$ cat src/hdl/ops_pkg.sv
// Package for the output power sequencer: command codes, reset values, timing constants.
// Assumes a command port driven by a bus front end that decodes page and command code.
package ops_pkg;
    localparam int PAGES = 2;
    localparam logic [7:0] CMD_PG_THRESHOLD = 8'h5e;
    localparam logic [7:0] CMD_TURN_ON_DELAY = 8'h60;
    localparam logic [7:0] CMD_TURN_ON_RISE_TIME = 8'h61;
    localparam logic [7:0] CMD_TURN_OFF_DELAY = 8'h64;
    localparam logic [7:0] CMD_TURN_OFF_FALL_TIME = 8'h65;
    localparam logic [15:0] TIME_RESET = 16'hca80;
    // Linear-11 field positions
    localparam int EXP_MSB = 15;
    localparam int EXP_LSB = 11;
    localparam int MANT_MSB = 10;
    // Timebase: one tick per microsecond-ish unit of 1/1024 ms
    localparam int CLK_HZ = 50_000_000;
    localparam int TICKS_PER_MS = 1024;
    localparam int TICK_CYCLES = CLK_HZ / (1000 * TICKS_PER_MS);
    // Fall time below 0.5 ms means immediate tri-state
    localparam logic [31:0] FALL_MIN_TICKS = 32'h0000_0200;
    localparam int CNT_W = 32;

    typedef enum logic [4:0] {
        ST_OFF = 5'b00001,
        ST_ON_WAIT = 5'b00010,
        ST_RISE = 5'b00100,
        ST_ON = 5'b01000,
        ST_OFF_WAIT = 5'b10000
    } ops_state_type;

    typedef struct packed {
        logic [15:0] pg_threshold;
        logic [15:0] turn_on_delay;
        logic [15:0] turn_on_rise_time;
        logic [15:0] turn_off_delay;
        logic [15:0] turn_off_fall_time;
    } ops_cfg_type;

    // Linear-11 ms value to ticks of 1/1024 ms; negative results clamp to zero
    function automatic logic [CNT_W-1:0] lin11_ticks(input logic [15:0] v);
        logic signed [5:0] sh;
        logic signed [10:0] m;
        logic [CNT_W-1:0] r;
        sh = 6'($signed(v[EXP_MSB:EXP_LSB])) + 6'sd10;
        m = $signed(v[MANT_MSB:0]);
        r = '0;
        if (m > 0) begin
            if (sh >= 0) begin
                r = CNT_W'(32'(m) << sh);
            end else begin
                r = CNT_W'(32'(m) >> (-sh));
            end
        end
        return r;
    endfunction : lin11_ticks
endpackage : ops_pkg

$ cat src/hdl/ops_channel.sv
// One output's sequencing machine: delays, ramp, power-good hysteresis.
// Assumes a shared tick strobe and voltages already in the same unsigned scale.
`timescale 1ns/1ps
module ops_channel (
    input wire logic mclk,
    input wire logic rst,
    input wire logic ce,
    input wire logic tick,
    input wire logic enable,
    input wire logic multi_phase,
    input wire logic [15:0] ramp_gain_ticks,
    input wire ops_pkg::ops_cfg_type cfg,
    input wire logic [15:0] vout_meas,
    input wire logic [15:0] uv_fault_limit,
    output logic pwm_en_reg,
    output logic ramp_dir_up_reg,
    output logic ramping_reg,
    output logic power_good_reg,
    output ops_pkg::ops_state_type state_reg
);
    logic [ops_pkg::CNT_W-1:0] cnt_reg;
    logic [ops_pkg::CNT_W-1:0] fall_ticks;
    logic done;

    assign fall_ticks = ops_pkg::lin11_ticks(cfg.turn_off_fall_time);
    assign done = (cnt_reg == '0);

    // Sequencing per page, counting in shared timebase ticks
    always_ff @(posedge mclk or posedge rst) begin
        if (rst) begin
            state_reg <= ops_pkg::ST_OFF;
            cnt_reg <= '0;
            pwm_en_reg <= 1'b0;
            ramping_reg <= 1'b0;
            ramp_dir_up_reg <= 1'b0;
        end else if (ce) begin
            case (state_reg)
                ops_pkg::ST_OFF: begin
                    if (enable) begin
                        state_reg <= ops_pkg::ST_ON_WAIT;
                        cnt_reg <= ops_pkg::lin11_ticks(cfg.turn_on_delay);
                    end
                end
                ops_pkg::ST_ON_WAIT: begin
                    if (!enable) begin
                        state_reg <= ops_pkg::ST_OFF;
                    end else if (done) begin
                        state_reg <= ops_pkg::ST_RISE;
                        pwm_en_reg <= 1'b1;
                        ramping_reg <= 1'b1;
                        ramp_dir_up_reg <= 1'b1;
                        if (multi_phase) begin
                            cnt_reg <= 32'(ramp_gain_ticks);
                        end else begin
                            cnt_reg <= ops_pkg::lin11_ticks(cfg.turn_on_rise_time);
                        end
                    end else if (tick) begin
                        cnt_reg <= cnt_reg - 32'h0000_0001;
                    end
                end
                ops_pkg::ST_RISE, ops_pkg::ST_ON: begin
                    if (!enable) begin
                        state_reg <= ops_pkg::ST_OFF_WAIT;
                        ramping_reg <= 1'b0;
                        cnt_reg <= ops_pkg::lin11_ticks(cfg.turn_off_delay);
                    end else if (state_reg == ops_pkg::ST_RISE && done) begin
                        state_reg <= ops_pkg::ST_ON;
                        ramping_reg <= 1'b0;
                    end else if (tick && !done) begin
                        cnt_reg <= cnt_reg - 32'h0000_0001;
                    end
                end
                ops_pkg::ST_OFF_WAIT: begin
                    if (done) begin
                        if (multi_phase || fall_ticks < ops_pkg::FALL_MIN_TICKS) begin
                            state_reg <= ops_pkg::ST_OFF;
                            pwm_en_reg <= 1'b0;
                            ramping_reg <= 1'b0;
                        end else if (!ramping_reg) begin
                            ramping_reg <= 1'b1;
                            ramp_dir_up_reg <= 1'b0;
                            cnt_reg <= fall_ticks;
                        end else begin
                            state_reg <= ops_pkg::ST_OFF;
                            pwm_en_reg <= 1'b0;
                            ramping_reg <= 1'b0;
                        end
                    end else if (tick) begin
                        cnt_reg <= cnt_reg - 32'h0000_0001;
                    end
                end
                default: state_reg <= ops_pkg::ST_OFF;
            endcase
        end
    end

    // Power-good with hysteresis: on above threshold, off below UV limit
    always_ff @(posedge mclk or posedge rst) begin
        if (rst) begin
            power_good_reg <= 1'b0;
        end else if (ce) begin
            if (vout_meas > cfg.pg_threshold) begin
                power_good_reg <= 1'b1;
            end else if (vout_meas < uv_fault_limit) begin
                power_good_reg <= 1'b0;
            end
        end
    end

    a_pg_rise: assert property (@(posedge mclk) disable iff (rst)
        ce && vout_meas > cfg.pg_threshold |=> power_good_reg)
        else $error("power good not raised");
    a_pg_fall: assert property (@(posedge mclk) disable iff (rst)
        ce && vout_meas < uv_fault_limit && vout_meas <= cfg.pg_threshold
        |=> !power_good_reg)
        else $error("power good not dropped");
    a_pg_hold: assert property (@(posedge mclk) disable iff (rst)
        ce && vout_meas >= uv_fault_limit && power_good_reg |=> power_good_reg)
        else $error("power good lost inside hysteresis");
    a_on_delay: assert property (@(posedge mclk) disable iff (rst)
        state_reg == ops_pkg::ST_ON_WAIT && !done |=> !ramping_reg)
        else $error("ramp started before delay");
    a_rise_dir: assert property (@(posedge mclk) disable iff (rst)
        ce && state_reg == ops_pkg::ST_ON_WAIT && enable && done
        |=> ramping_reg && ramp_dir_up_reg && pwm_en_reg)
        else $error("rise did not start");
    a_mp_load: assert property (@(posedge mclk) disable iff (rst)
        ce && state_reg == ops_pkg::ST_ON_WAIT && enable && done && multi_phase
        |=> cnt_reg == 32'($past(ramp_gain_ticks)))
        else $error("multi phase ramp not from gain");
    a_off_delay: assert property (@(posedge mclk) disable iff (rst)
        ce && state_reg == ops_pkg::ST_ON && !enable
        |=> state_reg == ops_pkg::ST_OFF_WAIT && pwm_en_reg)
        else $error("turn off delay skipped");
    a_tristate: assert property (@(posedge mclk) disable iff (rst)
        ce && state_reg == ops_pkg::ST_OFF_WAIT && done
        && (multi_phase || fall_ticks < ops_pkg::FALL_MIN_TICKS)
        |=> !pwm_en_reg && state_reg == ops_pkg::ST_OFF)
        else $error("no immediate tri-state");
    a_fall_ramp: assert property (@(posedge mclk) disable iff (rst)
        ce && state_reg == ops_pkg::ST_OFF_WAIT && done && !ramping_reg && !multi_phase
        && fall_ticks >= ops_pkg::FALL_MIN_TICKS |=> ramping_reg && !ramp_dir_up_reg)
        else $error("fall ramp missing");
endmodule : ops_channel

$ cat src/hdl/ops_sequencer.sv
// Top of the output power sequencer: paged command registers and per-page channels.
// Assumes a bus front end presenting decoded page, command code and word strobes.
`timescale 1ns/1ps
// How it works
// - Power-good rises once the measured output exceeds the page's threshold.
// - Power-good falls only when the output drops below the undervoltage fault limit.
// - The threshold is a 16-bit paged unsigned word defaulting to 0.9 of the strap voltage.
// - After enable the output waits the turn-on delay before rising.
// - Both delays take 0 to 5 s (the code stores any written word with no range check) and reset to code 0xca80, i.e. 5 ms.
// - All four times are linear-11: mantissa times two to the exponent, in ms.
// - Each time setting is a 16-bit per-page read-write word.
// - Single or dual channel ramps up over the rise time after the delay.
// - Multi-phase takes the ramp from the ramp gain setting instead.
// - After disable the output waits the turn-off delay before falling.
// - Single or dual channel ramps down over the fall time after the delay.
// - A fall time under 0.5 ms tri-states the drivers at once after the delay.
// - Multi-phase always tri-states at once after the delay.
module ops_sequencer #(
    parameter int PAGES = ops_pkg::PAGES
) (
    input wire logic mclk,
    input wire logic rst,
    input wire logic ce,
    input wire logic cmd_wr,
    input wire logic cmd_rd,
    input wire logic [0:0] cmd_page,
    input wire logic [7:0] cmd_code,
    input wire logic [15:0] cmd_wdata,
    input wire logic [15:0] strap_vout [PAGES],
    input wire logic [PAGES-1:0] enable_pin,
    input wire logic multi_phase_pin,
    input wire logic [15:0] ramp_gain_ticks,
    input wire logic [15:0] vout_meas [PAGES],
    input wire logic [15:0] uv_fault_limit [PAGES],
    output logic [15:0] cmd_rdata_reg,
    output logic cmd_ack_reg,
    output logic cmd_nak_reg,
    output logic [PAGES-1:0] pwm_en_reg,
    output logic [PAGES-1:0] ramp_up_reg,
    output logic [PAGES-1:0] ramping_reg,
    output logic [PAGES-1:0] power_good_reg
);
    ops_pkg::ops_cfg_type cfg_reg [PAGES];
    logic strap_done_reg;
    logic [PAGES-1:0] en_s1_reg;
    logic [PAGES-1:0] en_s2_reg;
    logic mp_s1_reg;
    logic mp_s2_reg;
    logic [7:0] tick_cnt_reg;
    logic tick_reg;

    // 0.9 approximated as 461/512; strap read once after reset release
    function automatic logic [15:0] pg_default(input logic [15:0] v);
        logic [24:0] p;
        p = 25'(v) * 25'd461;
        return p[24:9];
    endfunction : pg_default

    function automatic logic known_cmd(input logic [7:0] c);
        return c == ops_pkg::CMD_PG_THRESHOLD || c == ops_pkg::CMD_TURN_ON_DELAY
            || c == ops_pkg::CMD_TURN_ON_RISE_TIME || c == ops_pkg::CMD_TURN_OFF_DELAY
            || c == ops_pkg::CMD_TURN_OFF_FALL_TIME;
    endfunction : known_cmd

    // Pin inputs are asynchronous to mclk
    always_ff @(posedge mclk or posedge rst) begin
        if (rst) begin
            en_s1_reg <= '0;
            en_s2_reg <= '0;
            mp_s1_reg <= 1'b0;
            mp_s2_reg <= 1'b0;
        end else if (ce) begin
            en_s1_reg <= enable_pin;
            en_s2_reg <= en_s1_reg;
            mp_s1_reg <= multi_phase_pin;
            mp_s2_reg <= mp_s1_reg;
        end
    end

    // Shared timebase, one tick per 1/1024 ms
    always_ff @(posedge mclk or posedge rst) begin
        if (rst) begin
            tick_cnt_reg <= '0;
            tick_reg <= 1'b0;
        end else if (ce) begin
            tick_reg <= (tick_cnt_reg == 8'(ops_pkg::TICK_CYCLES - 1));
            if (tick_cnt_reg == 8'(ops_pkg::TICK_CYCLES - 1)) begin
                tick_cnt_reg <= '0;
            end else begin
                tick_cnt_reg <= tick_cnt_reg + 8'h01;
            end
        end
    end

    // Paged configuration words
    always_ff @(posedge mclk or posedge rst) begin
        if (rst) begin
            strap_done_reg <= 1'b0;
            for (int p = 0; p < PAGES; p++) begin
                cfg_reg[p].pg_threshold <= '0;
                cfg_reg[p].turn_on_delay <= ops_pkg::TIME_RESET;
                cfg_reg[p].turn_on_rise_time <= ops_pkg::TIME_RESET;
                cfg_reg[p].turn_off_delay <= ops_pkg::TIME_RESET;
                cfg_reg[p].turn_off_fall_time <= ops_pkg::TIME_RESET;
            end
        end else if (ce) begin
            if (!strap_done_reg) begin
                strap_done_reg <= 1'b1;
                for (int p = 0; p < PAGES; p++) begin
                    cfg_reg[p].pg_threshold <= pg_default(strap_vout[p]);
                end
            end else if (cmd_wr) begin
                case (cmd_code)
                    ops_pkg::CMD_PG_THRESHOLD: cfg_reg[cmd_page].pg_threshold <= cmd_wdata;
                    ops_pkg::CMD_TURN_ON_DELAY: cfg_reg[cmd_page].turn_on_delay <= cmd_wdata;
                    ops_pkg::CMD_TURN_ON_RISE_TIME: cfg_reg[cmd_page].turn_on_rise_time <= cmd_wdata;
                    ops_pkg::CMD_TURN_OFF_DELAY: cfg_reg[cmd_page].turn_off_delay <= cmd_wdata;
                    ops_pkg::CMD_TURN_OFF_FALL_TIME: cfg_reg[cmd_page].turn_off_fall_time <= cmd_wdata;
                    default: ;
                endcase
            end
        end
    end

    // Read back and acknowledge
    always_ff @(posedge mclk or posedge rst) begin
        if (rst) begin
            cmd_rdata_reg <= '0;
            cmd_ack_reg <= 1'b0;
            cmd_nak_reg <= 1'b0;
        end else if (ce) begin
            cmd_ack_reg <= (cmd_wr || cmd_rd) && known_cmd(cmd_code);
            cmd_nak_reg <= (cmd_wr || cmd_rd) && !known_cmd(cmd_code);
            if (cmd_rd) begin
                case (cmd_code)
                    ops_pkg::CMD_PG_THRESHOLD: cmd_rdata_reg <= cfg_reg[cmd_page].pg_threshold;
                    ops_pkg::CMD_TURN_ON_DELAY: cmd_rdata_reg <= cfg_reg[cmd_page].turn_on_delay;
                    ops_pkg::CMD_TURN_ON_RISE_TIME: cmd_rdata_reg <= cfg_reg[cmd_page].turn_on_rise_time;
                    ops_pkg::CMD_TURN_OFF_DELAY: cmd_rdata_reg <= cfg_reg[cmd_page].turn_off_delay;
                    ops_pkg::CMD_TURN_OFF_FALL_TIME: cmd_rdata_reg <= cfg_reg[cmd_page].turn_off_fall_time;
                    default: cmd_rdata_reg <= '0;
                endcase
            end
        end
    end

    a_time_reset: assert property (@(posedge mclk) disable iff (rst)
        !strap_done_reg |-> cfg_reg[0].turn_on_delay == ops_pkg::TIME_RESET
        && cfg_reg[0].turn_off_delay == ops_pkg::TIME_RESET)
        else $error("delay reset code wrong");
    a_rd_back: assert property (@(posedge mclk) disable iff (rst)
        ce && strap_done_reg && cmd_wr && cmd_code == ops_pkg::CMD_TURN_ON_DELAY
        ##1 ce && cmd_rd && !cmd_wr && cmd_code == ops_pkg::CMD_TURN_ON_DELAY
        && cmd_page == $past(cmd_page) |=> cmd_rdata_reg == $past(cmd_wdata, 2))
        else $error("read back mismatch");

    // Each page owns an independent machine
    for (genvar g = 0; g < PAGES; g++) begin : g_page
        ops_channel u_ch (
            .mclk(mclk),
            .rst(rst),
            .ce(ce),
            .tick(tick_reg),
            .enable(en_s2_reg[g] && strap_done_reg),
            .multi_phase(mp_s2_reg),
            .ramp_gain_ticks(ramp_gain_ticks),
            .cfg(cfg_reg[g]),
            .vout_meas(vout_meas[g]),
            .uv_fault_limit(uv_fault_limit[g]),
            .pwm_en_reg(pwm_en_reg[g]),
            .ramp_dir_up_reg(ramp_up_reg[g]),
            .ramping_reg(ramping_reg[g]),
            .power_good_reg(power_good_reg[g]),
            .state_reg()
        );
    end
endmodule : ops_sequencer

$ cat config.mk
export PLATFORM = sky130hd
export DESIGN_NAME = ops_sequencer
export DESIGN_NICKNAME = d
export VERILOG_FILES = /design/src/hdl/ops_pkg.sv /design/src/hdl/ops_channel.sv /design/src/hdl/ops_sequencer.sv
export SDC_FILE = /design/constraint.sdc
export NUM_CORES = 2
export LEC_CHECK = 0
export BUFFER_PORTS_ARGS = -buffer_cell sky130_fd_sc_hd__buf_2
export CORE_ASPECT_RATIO = 2
export CORE_MARGIN = 2
export CORE_UTILIZATION = 30
export CTS_BUF_LIST = sky130_fd_sc_hd__clkbuf_16
export CTS_CLUSTER_DIAMETER = 200
export DETAILED_ROUTE_END_ITERATION = 8
export SLEW_MARGIN = 20
export SYNTH_ARGS = -nofsm -noshare
export SYNTH_HDL_FRONTEND = slang
export SYNTH_SLANG_ARGS = --single-unit
$ cat constraint.sdc
create_clock -name mclk -period 7.55 [get_ports mclk]
set_input_delay 0.755 -clock mclk [delete_from_list [all_inputs] [get_ports mclk]]
set_output_delay 0.755 -clock mclk [all_outputs]
set_load 0.1 [all_outputs]
After elaboration in Yosys (flattened, before gate mapping) --
Cells that the tools add are included. Widths: inputs -> output; s select.
Storage, ports and cells: bits in registers 276, memory bits (read-only) 0, word-level logic and storage cells 303, memory bits (writable) 0, bits in latches 0, input port bits 145, output and inout bits 26, memories kept 0
Operators by class: add/subtract/negate cells 19, div/mod/pow operators 0, reduce and logical (&&, ||, !) cells 47, $mul 2, magnitude comparators 24, bitwise operators 1, equal/unequal tests 44, muxes and demuxes 118, shifts and indexed selects 16
Operators by type and width (count):
- $mux 32 | 39
- $bwmux 160 | 5
- $pmux 160 s5 | 1
- $demux 80 s1 | 5
- $mux 80 | 4
- $pmux 32 s4 | 2
- $shl 32x6->32 | 8
- $shr 32x6->32 | 8
- $mux 160 | 1
- $gt 11x1->1 const B | 8
- $mux 5 | 16
- $pmux 16 s5 | 1
- $logic_not 32->1 | 2
- $lt 32x10->1 const B | 2
- $mux 64 | 1
- $sub 32x1->32 const B | 2
- $mul 16x9->25 const B | 2
- $add 5x5->6 const B | 8
- $ge 6x1->1 const B | 8
- $mux 16 | 3
- $mux 48 | 1
- $neg 6->6 | 8
- $eq 8x7->1 const B | 5
- $pmux 5 s4 | 2
- 35 further kinds | 129

Logic depth before layout (Yosys ltp) --
word-level depth 10, depth in mapped cells 18, depth with buffers taken out 18

Cells and area by module --
From an unflattened synthesis, not the netlist that was laid out.
Unflattened totals: cells, all modules 4855, area total of the unflattened synthesis 38672.1 µm²
Modules (own cells, without submodules):
- ops_sequencer | seq. area each 4904.7 µm², cells each 1494, instances 1, area each 15392.3 µm²
- ops_channel at g_page[0].u_ch | seq. area each 1027.2 µm², cells each 1703, instances 1, area each 11712.5 µm²
- ops_channel at g_page[1].u_ch | seq. area each 1027.2 µm², cells each 1658, instances 1, area each 11567.3 µm²

Worst setup path after synthesis --
OpenSTA, ideal clock, no wires.
path kind input port to flip-flop, from in strap_vout[0] in the netlist's numbering, to reg cfg_reg[78] in the netlist's numbering, path buffers 0, library setup time 0.126 ns, setup slack 2.192 ns, cell stages on the path 16, arrival time 5.232 ns, required time 7.424 ns, cell sequence fa_1 > fa_1 > inv_1 > fa_1 > fa_1 > inv_1 > ha_1 > nand4b_1 > o221ai_1 > o31ai_1 > o21ai_0 > o31a_1 > a311o_1 > a31o_2 > mux2i_1 > a221o_1
Between the ends: cells in the longest elaborated chain, start to end 2
Ends and longest elaborated chain:
- start, declared | line ops_sequencer.sv:29 | input wire logic [15:0] strap_vout [PAGES],
- $mul 16x9->25 | line ops_sequencer.sv:55 | p = 25'(v) * 25'd461;
- $mux 16 | line ops_sequencer.sv:107 | if (!strap_done_reg) begin
- end, declared | line ops_sequencer.sv:43 | ops_pkg::ops_cfg_type cfg_reg [PAGES];
No other way between the ends. A chain may end at the register's enable or synchronous reset.

Worst setup path after layout --
from reg cfg_reg[11] in the netlist's numbering, to reg g_page[1].u_ch.cnt_reg[12] in the netlist's numbering
Between the ends: cells in the longest elaborated chain, start to end 9, elaborated cells between the ends (all ways) 15, classes of those cells add/sub: 2; order compare: 2; eq/ne: 1; shift: 2; mux: 6; reduce/logical: 2
Ends and longest elaborated chain:
- $add 5x5->6 (*) | line ops_pkg.sv:44 | sh = 6'($signed(v[EXP_MSB:EXP_LSB])) + 6'sd10;
- $neg 6->6 | line ops_pkg.sv:51 | r = CNT_W'(32'(m) >> (-sh));
- $shr 32x6->32 | line ops_pkg.sv:51
- $mux 32 (*) | line ops_pkg.sv:48 | if (sh >= 0) begin
- $mux 32 (*) | line ops_pkg.sv:47 | if (m > 0) begin
- $lt 32x10->1 or $mux 32 (tied branches) | line ops_channel.sv:75, ops_channel.sv:79
- $logic_or 1x1->1 or $mux 32 (tied branches) | line ops_channel.sv:75 | if (multi_phase || fall_ticks < ops_pkg::FALL_MIN_TICKS) begin
- $ne 3x3->1 (no source line) or $mux 32 (tied branches)
- $reduce_and 8->1 (no source line) or $pmux 32 s4 (tied branches)
- end signal, assigned | line ops_channel.sv:70 | cnt_reg <= cnt_reg - 32'h0000_0001;
- end signal, assigned | line ops_channel.sv:82 | cnt_reg <= fall_ticks;
- end signal, assigned | line ops_channel.sv:89 | cnt_reg <= cnt_reg - 32'h0000_0001;
- end, declared | line ops_channel.sv:21 | logic [ops_pkg::CNT_W-1:0] cnt_reg;
Mark *: on every way between the ends. The rest lies on a longest branch, timed or not. The select of a mux whose other input is x is not followed.

==> flow_summary.toml <==
[run_status]
status = "finished clean"

[worst_setup_path]
required_ps = 8040
critical_path_arrival_ps = 6000
crit_chain = "inv_1, ha_1, xnor2_1, nor3_1, a21o_1, a21oi_1, o21a_1, nor4_1, a211oi_2, and2_1, buf_4, mux2_2"
path_max_fanout = 35
critical_path.slowest_cell = "dfstp_2"
cpPeakStageDelay_ps = 1090
reg2reg_depth = 12
reg2reg_slack_ps = 2040
cp-start-kind = "flop"
crit_type = "flop to flop"
timing.rr.end = "g_page[1].u_ch.cnt_reg[12]"
r2r_start = "cfg_reg[11]"
cp-end-kind = "flop"

[synth]
syn_nets = 5020
synthCells = 4545
synth-edff-count = 0
ys_seq_area_frac = 0.1853
yosys.cell_types.count = 100
ys_ff_latch = 276
avgSynthCellArea_um2 = 8.262
synth_flop_cell = "dfrtp_1"
yosys_warnings = 0
synth.cell_area_um2 = 37550
synthArstFlopShare = 1.000

[floorplanning]
io_pins = 171
dieArea_um2 = 128200
start_util = 0.3020
die_h_um = 504.3
core-area_um2 = 124300
fp.dieW_um = 254.2
rows = 183

[layout]
largest_reg_flops = 160
layout-drive-gt1-share = 0.1677
area_delta_synth_final_pct = 9.590
final_util = 0.3310
fin_nets = 4971

[hold_path]
hp-class = "input pin to async pin"

[clock_network]
clockBufferDepth = 3
holdBufCountCts = 0
clk_pin_slew_ps = 70
htree_levels = 2
clk_latency_ps = 630
postCtsSetupBuffers = 0
cts_resized = 0
cts_root_buf = "clkbuf_16"
cts_buffers = 34
cts.sinks = 276
cts_tree = "done"

[power_and_ir_drop]
power_frac_comb = 0.605
power_switching_mw = 5.123
p_int_mw = 4.778
leakagePower_nw = 17.38
clock_power_share = 0.186
share_seq_of_total_power = 0.208
irDropWorstVdd_uv = 246.1
sw_frac_of_total = 0.5174
p_per_area_nw_per_um2 = 240.6

[sta]
tightest_slew_ps = 1301
whs_ps = 341.9
tns_ps = 0
max_freq_mhz = 181.6
finalCritPeriodShare = 0.7294
slew_headroom = 0.1260
drv_slew = 0
finalHoldViolations = 0
finalCriticalPeriod_ps = 5507
finalSetupViolations = 0
fin_skew_ps = 45.60
grt_setup_unrepaired = "no"

[drt]
dr.pass1.iters = 8
vias_per_cell = 6.130
drt-total-wl_um = 189500
wl_per_cell_um = 30.59
vias = 37960
drc_errors = 0
drtIter0Drc = 3057
ant_nets = 0

[placement]
gp_congestion = 1.098
port_buffers = 170
post-dp-hpwl_um = 147800

[grt]
track_usage = 0.2922
first_global_vias = 38190
overflow = 0
antenna_found_initial = 9
grt_max_degree = 115
grt_pass1_wl_um = 270300

[flow_run]
maxCapViolCount = 0
-- worst max path at each step --
stage                       start                         end  slack (ps)  cells past startpoint
finish                cfg_reg[11]  g_page[1].u_ch.cnt_reg[12]        2040                     12
global route          cfg_reg[11]  g_page[1].u_ch.cnt_reg[31]        1790                     12
CTS                   cfg_reg[11]  g_page[1].u_ch.cnt_reg[31]        2240                     12
detailed placement  strap_vout[0]                 cfg_reg[78]        1710                     17
global placement    strap_vout[0]                 cfg_reg[78]        1750                     17
floorplan           strap_vout[0]                 cfg_reg[78]        2190                     16
-- layout make-up --
class | instances | area, µm²
inverter | 329 | 1239
timing repair buffer | 285 | 1727
multi-input combinational | 3570 | 27950
antenna | 7 | 17.52
sequential | 276 | 6959
tap | 1665 | 2083
clock buffer | 34 | 850.8
fill | 13190 | 83180
clock inverter | 27 | 324.1
-- routing by layer --
| metal | routed length, µm | global-route usage | part of all wire | vias up |
|---|---|---|---|---|
| met5 | 54 | 0 | 0.00029 | - |
| met4 | 21970 | 0.2659 | 0.12 | 8 |
| met3 | 11400 | 0.05060 | 0.060 | 720 |
| met2 | 96480 | 0.5297 | 0.51 | 1752 |
| met1 | 59560 | 0.2763 | 0.31 | 18760 |
| li1 | - | - | - | 16720 |
-- layout by cell type, fill, tap and decap left out, types with 110 or more instances in the layout --
master	n
ha_1	230
buf_2	170
mux2i_1	217
mux2_2	211
buf_4	114
nor2_1	274
o21ai_0	288
inv_1	329
a21oi_1	270
nand3_1	110
dfrtp_1	234
nand2_1	415
-- metrics by stage --
stage	instance area, µm²	setup WS (ps)	instances	power [mW]
2_1_floorplan	37550	2192	4545	5.946
3_3_place_gp	39910	1749	6125	7.859
3_5_place_dp	39910	1711	6125	7.889
4_1_cts	41080	2241	6186	9.766
5_1_grt	41140	1793	6189	10.48
6_report	41150	2043	6193	9.901
-- cells in the mapped netlist, types with 41 or more instances --
| cell type | instances | share of area |
|---|---|---|
| a21o_1 | 46 | 0.0092 |
| a21oi_1 | 270 | 0.036 |
| a221oi_1 | 44 | 0.010 |
| a22oi_1 | 44 | 0.0088 |
| a31oi_1 | 72 | 0.012 |
| and2_1 | 43 | 0.0072 |
| clkbuf_1 | 285 | 0.028 |
| dfrtp_1 | 234 | 0.16 |
| dfstp_2 | 42 | 0.029 |
| fa_1 | 100 | 0.053 |
| ha_1 | 230 | 0.077 |
| inv_1 | 323 | 0.032 |
| mux2_2 | 211 | 0.063 |
| mux2i_1 | 218 | 0.058 |
| mux4_2 | 99 | 0.059 |
| nand2_1 | 415 | 0.041 |
| nand3_1 | 110 | 0.015 |
| nand4_1 | 41 | 0.0068 |
| nor2_1 | 276 | 0.028 |
| nor3_1 | 96 | 0.013 |
| nor4_1 | 47 | 0.0078 |
| o21ai_0 | 289 | 0.039 |
| o22ai_1 | 54 | 0.0090 |
| xnor2_1 | 106 | 0.025 |
| xor2_1 | 59 | 0.014 |
-- power groups by stage --
stage | combinational, mW | sequential [mW] | clock (mW)
6_report | 5.99 | 2.06 | 1.85
5_1_grt | 6.48 | 2.09 | 1.91
4_1_cts | 5.84 | 2.05 | 1.87
3_5_place_dp | 5.81 | 2.08 | 0
3_3_place_gp | 5.78 | 2.08 | 0
2_1_floorplan | 4.07 | 1.88 | 0
-- worst max-delay path, delay by kind of cell, from the launching register on --
family / cells / cell delay, ps
AOI/OAI and AO/OA: 4 / 1660
xor gates and xnor gates: 1 / 510
adders and majority gates: 1 / 310
buffers and inverters: 2 / 640
DFF: 1 / 1090
muxes: 1 / 380
and+or+nand+nor: 3 / 770
-- kinds of logic after synthesis --
| kind of cell | Yosys count | synth area share |
|---|---|---|
| and+or+nand+nor | 1277 | 0.1646 |
| AOI/OAI and AO/OA | 1254 | 0.2227 |
| buffers and inverters | 699 | 0.07284 |
| muxes | 543 | 0.1857 |
| adders and majority gates | 330 | 0.1300 |
| DFF | 276 | 0.1853 |
| xor gates and xnor gates | 166 | 0.03892 |
Power figures use the tool's default switching activity.
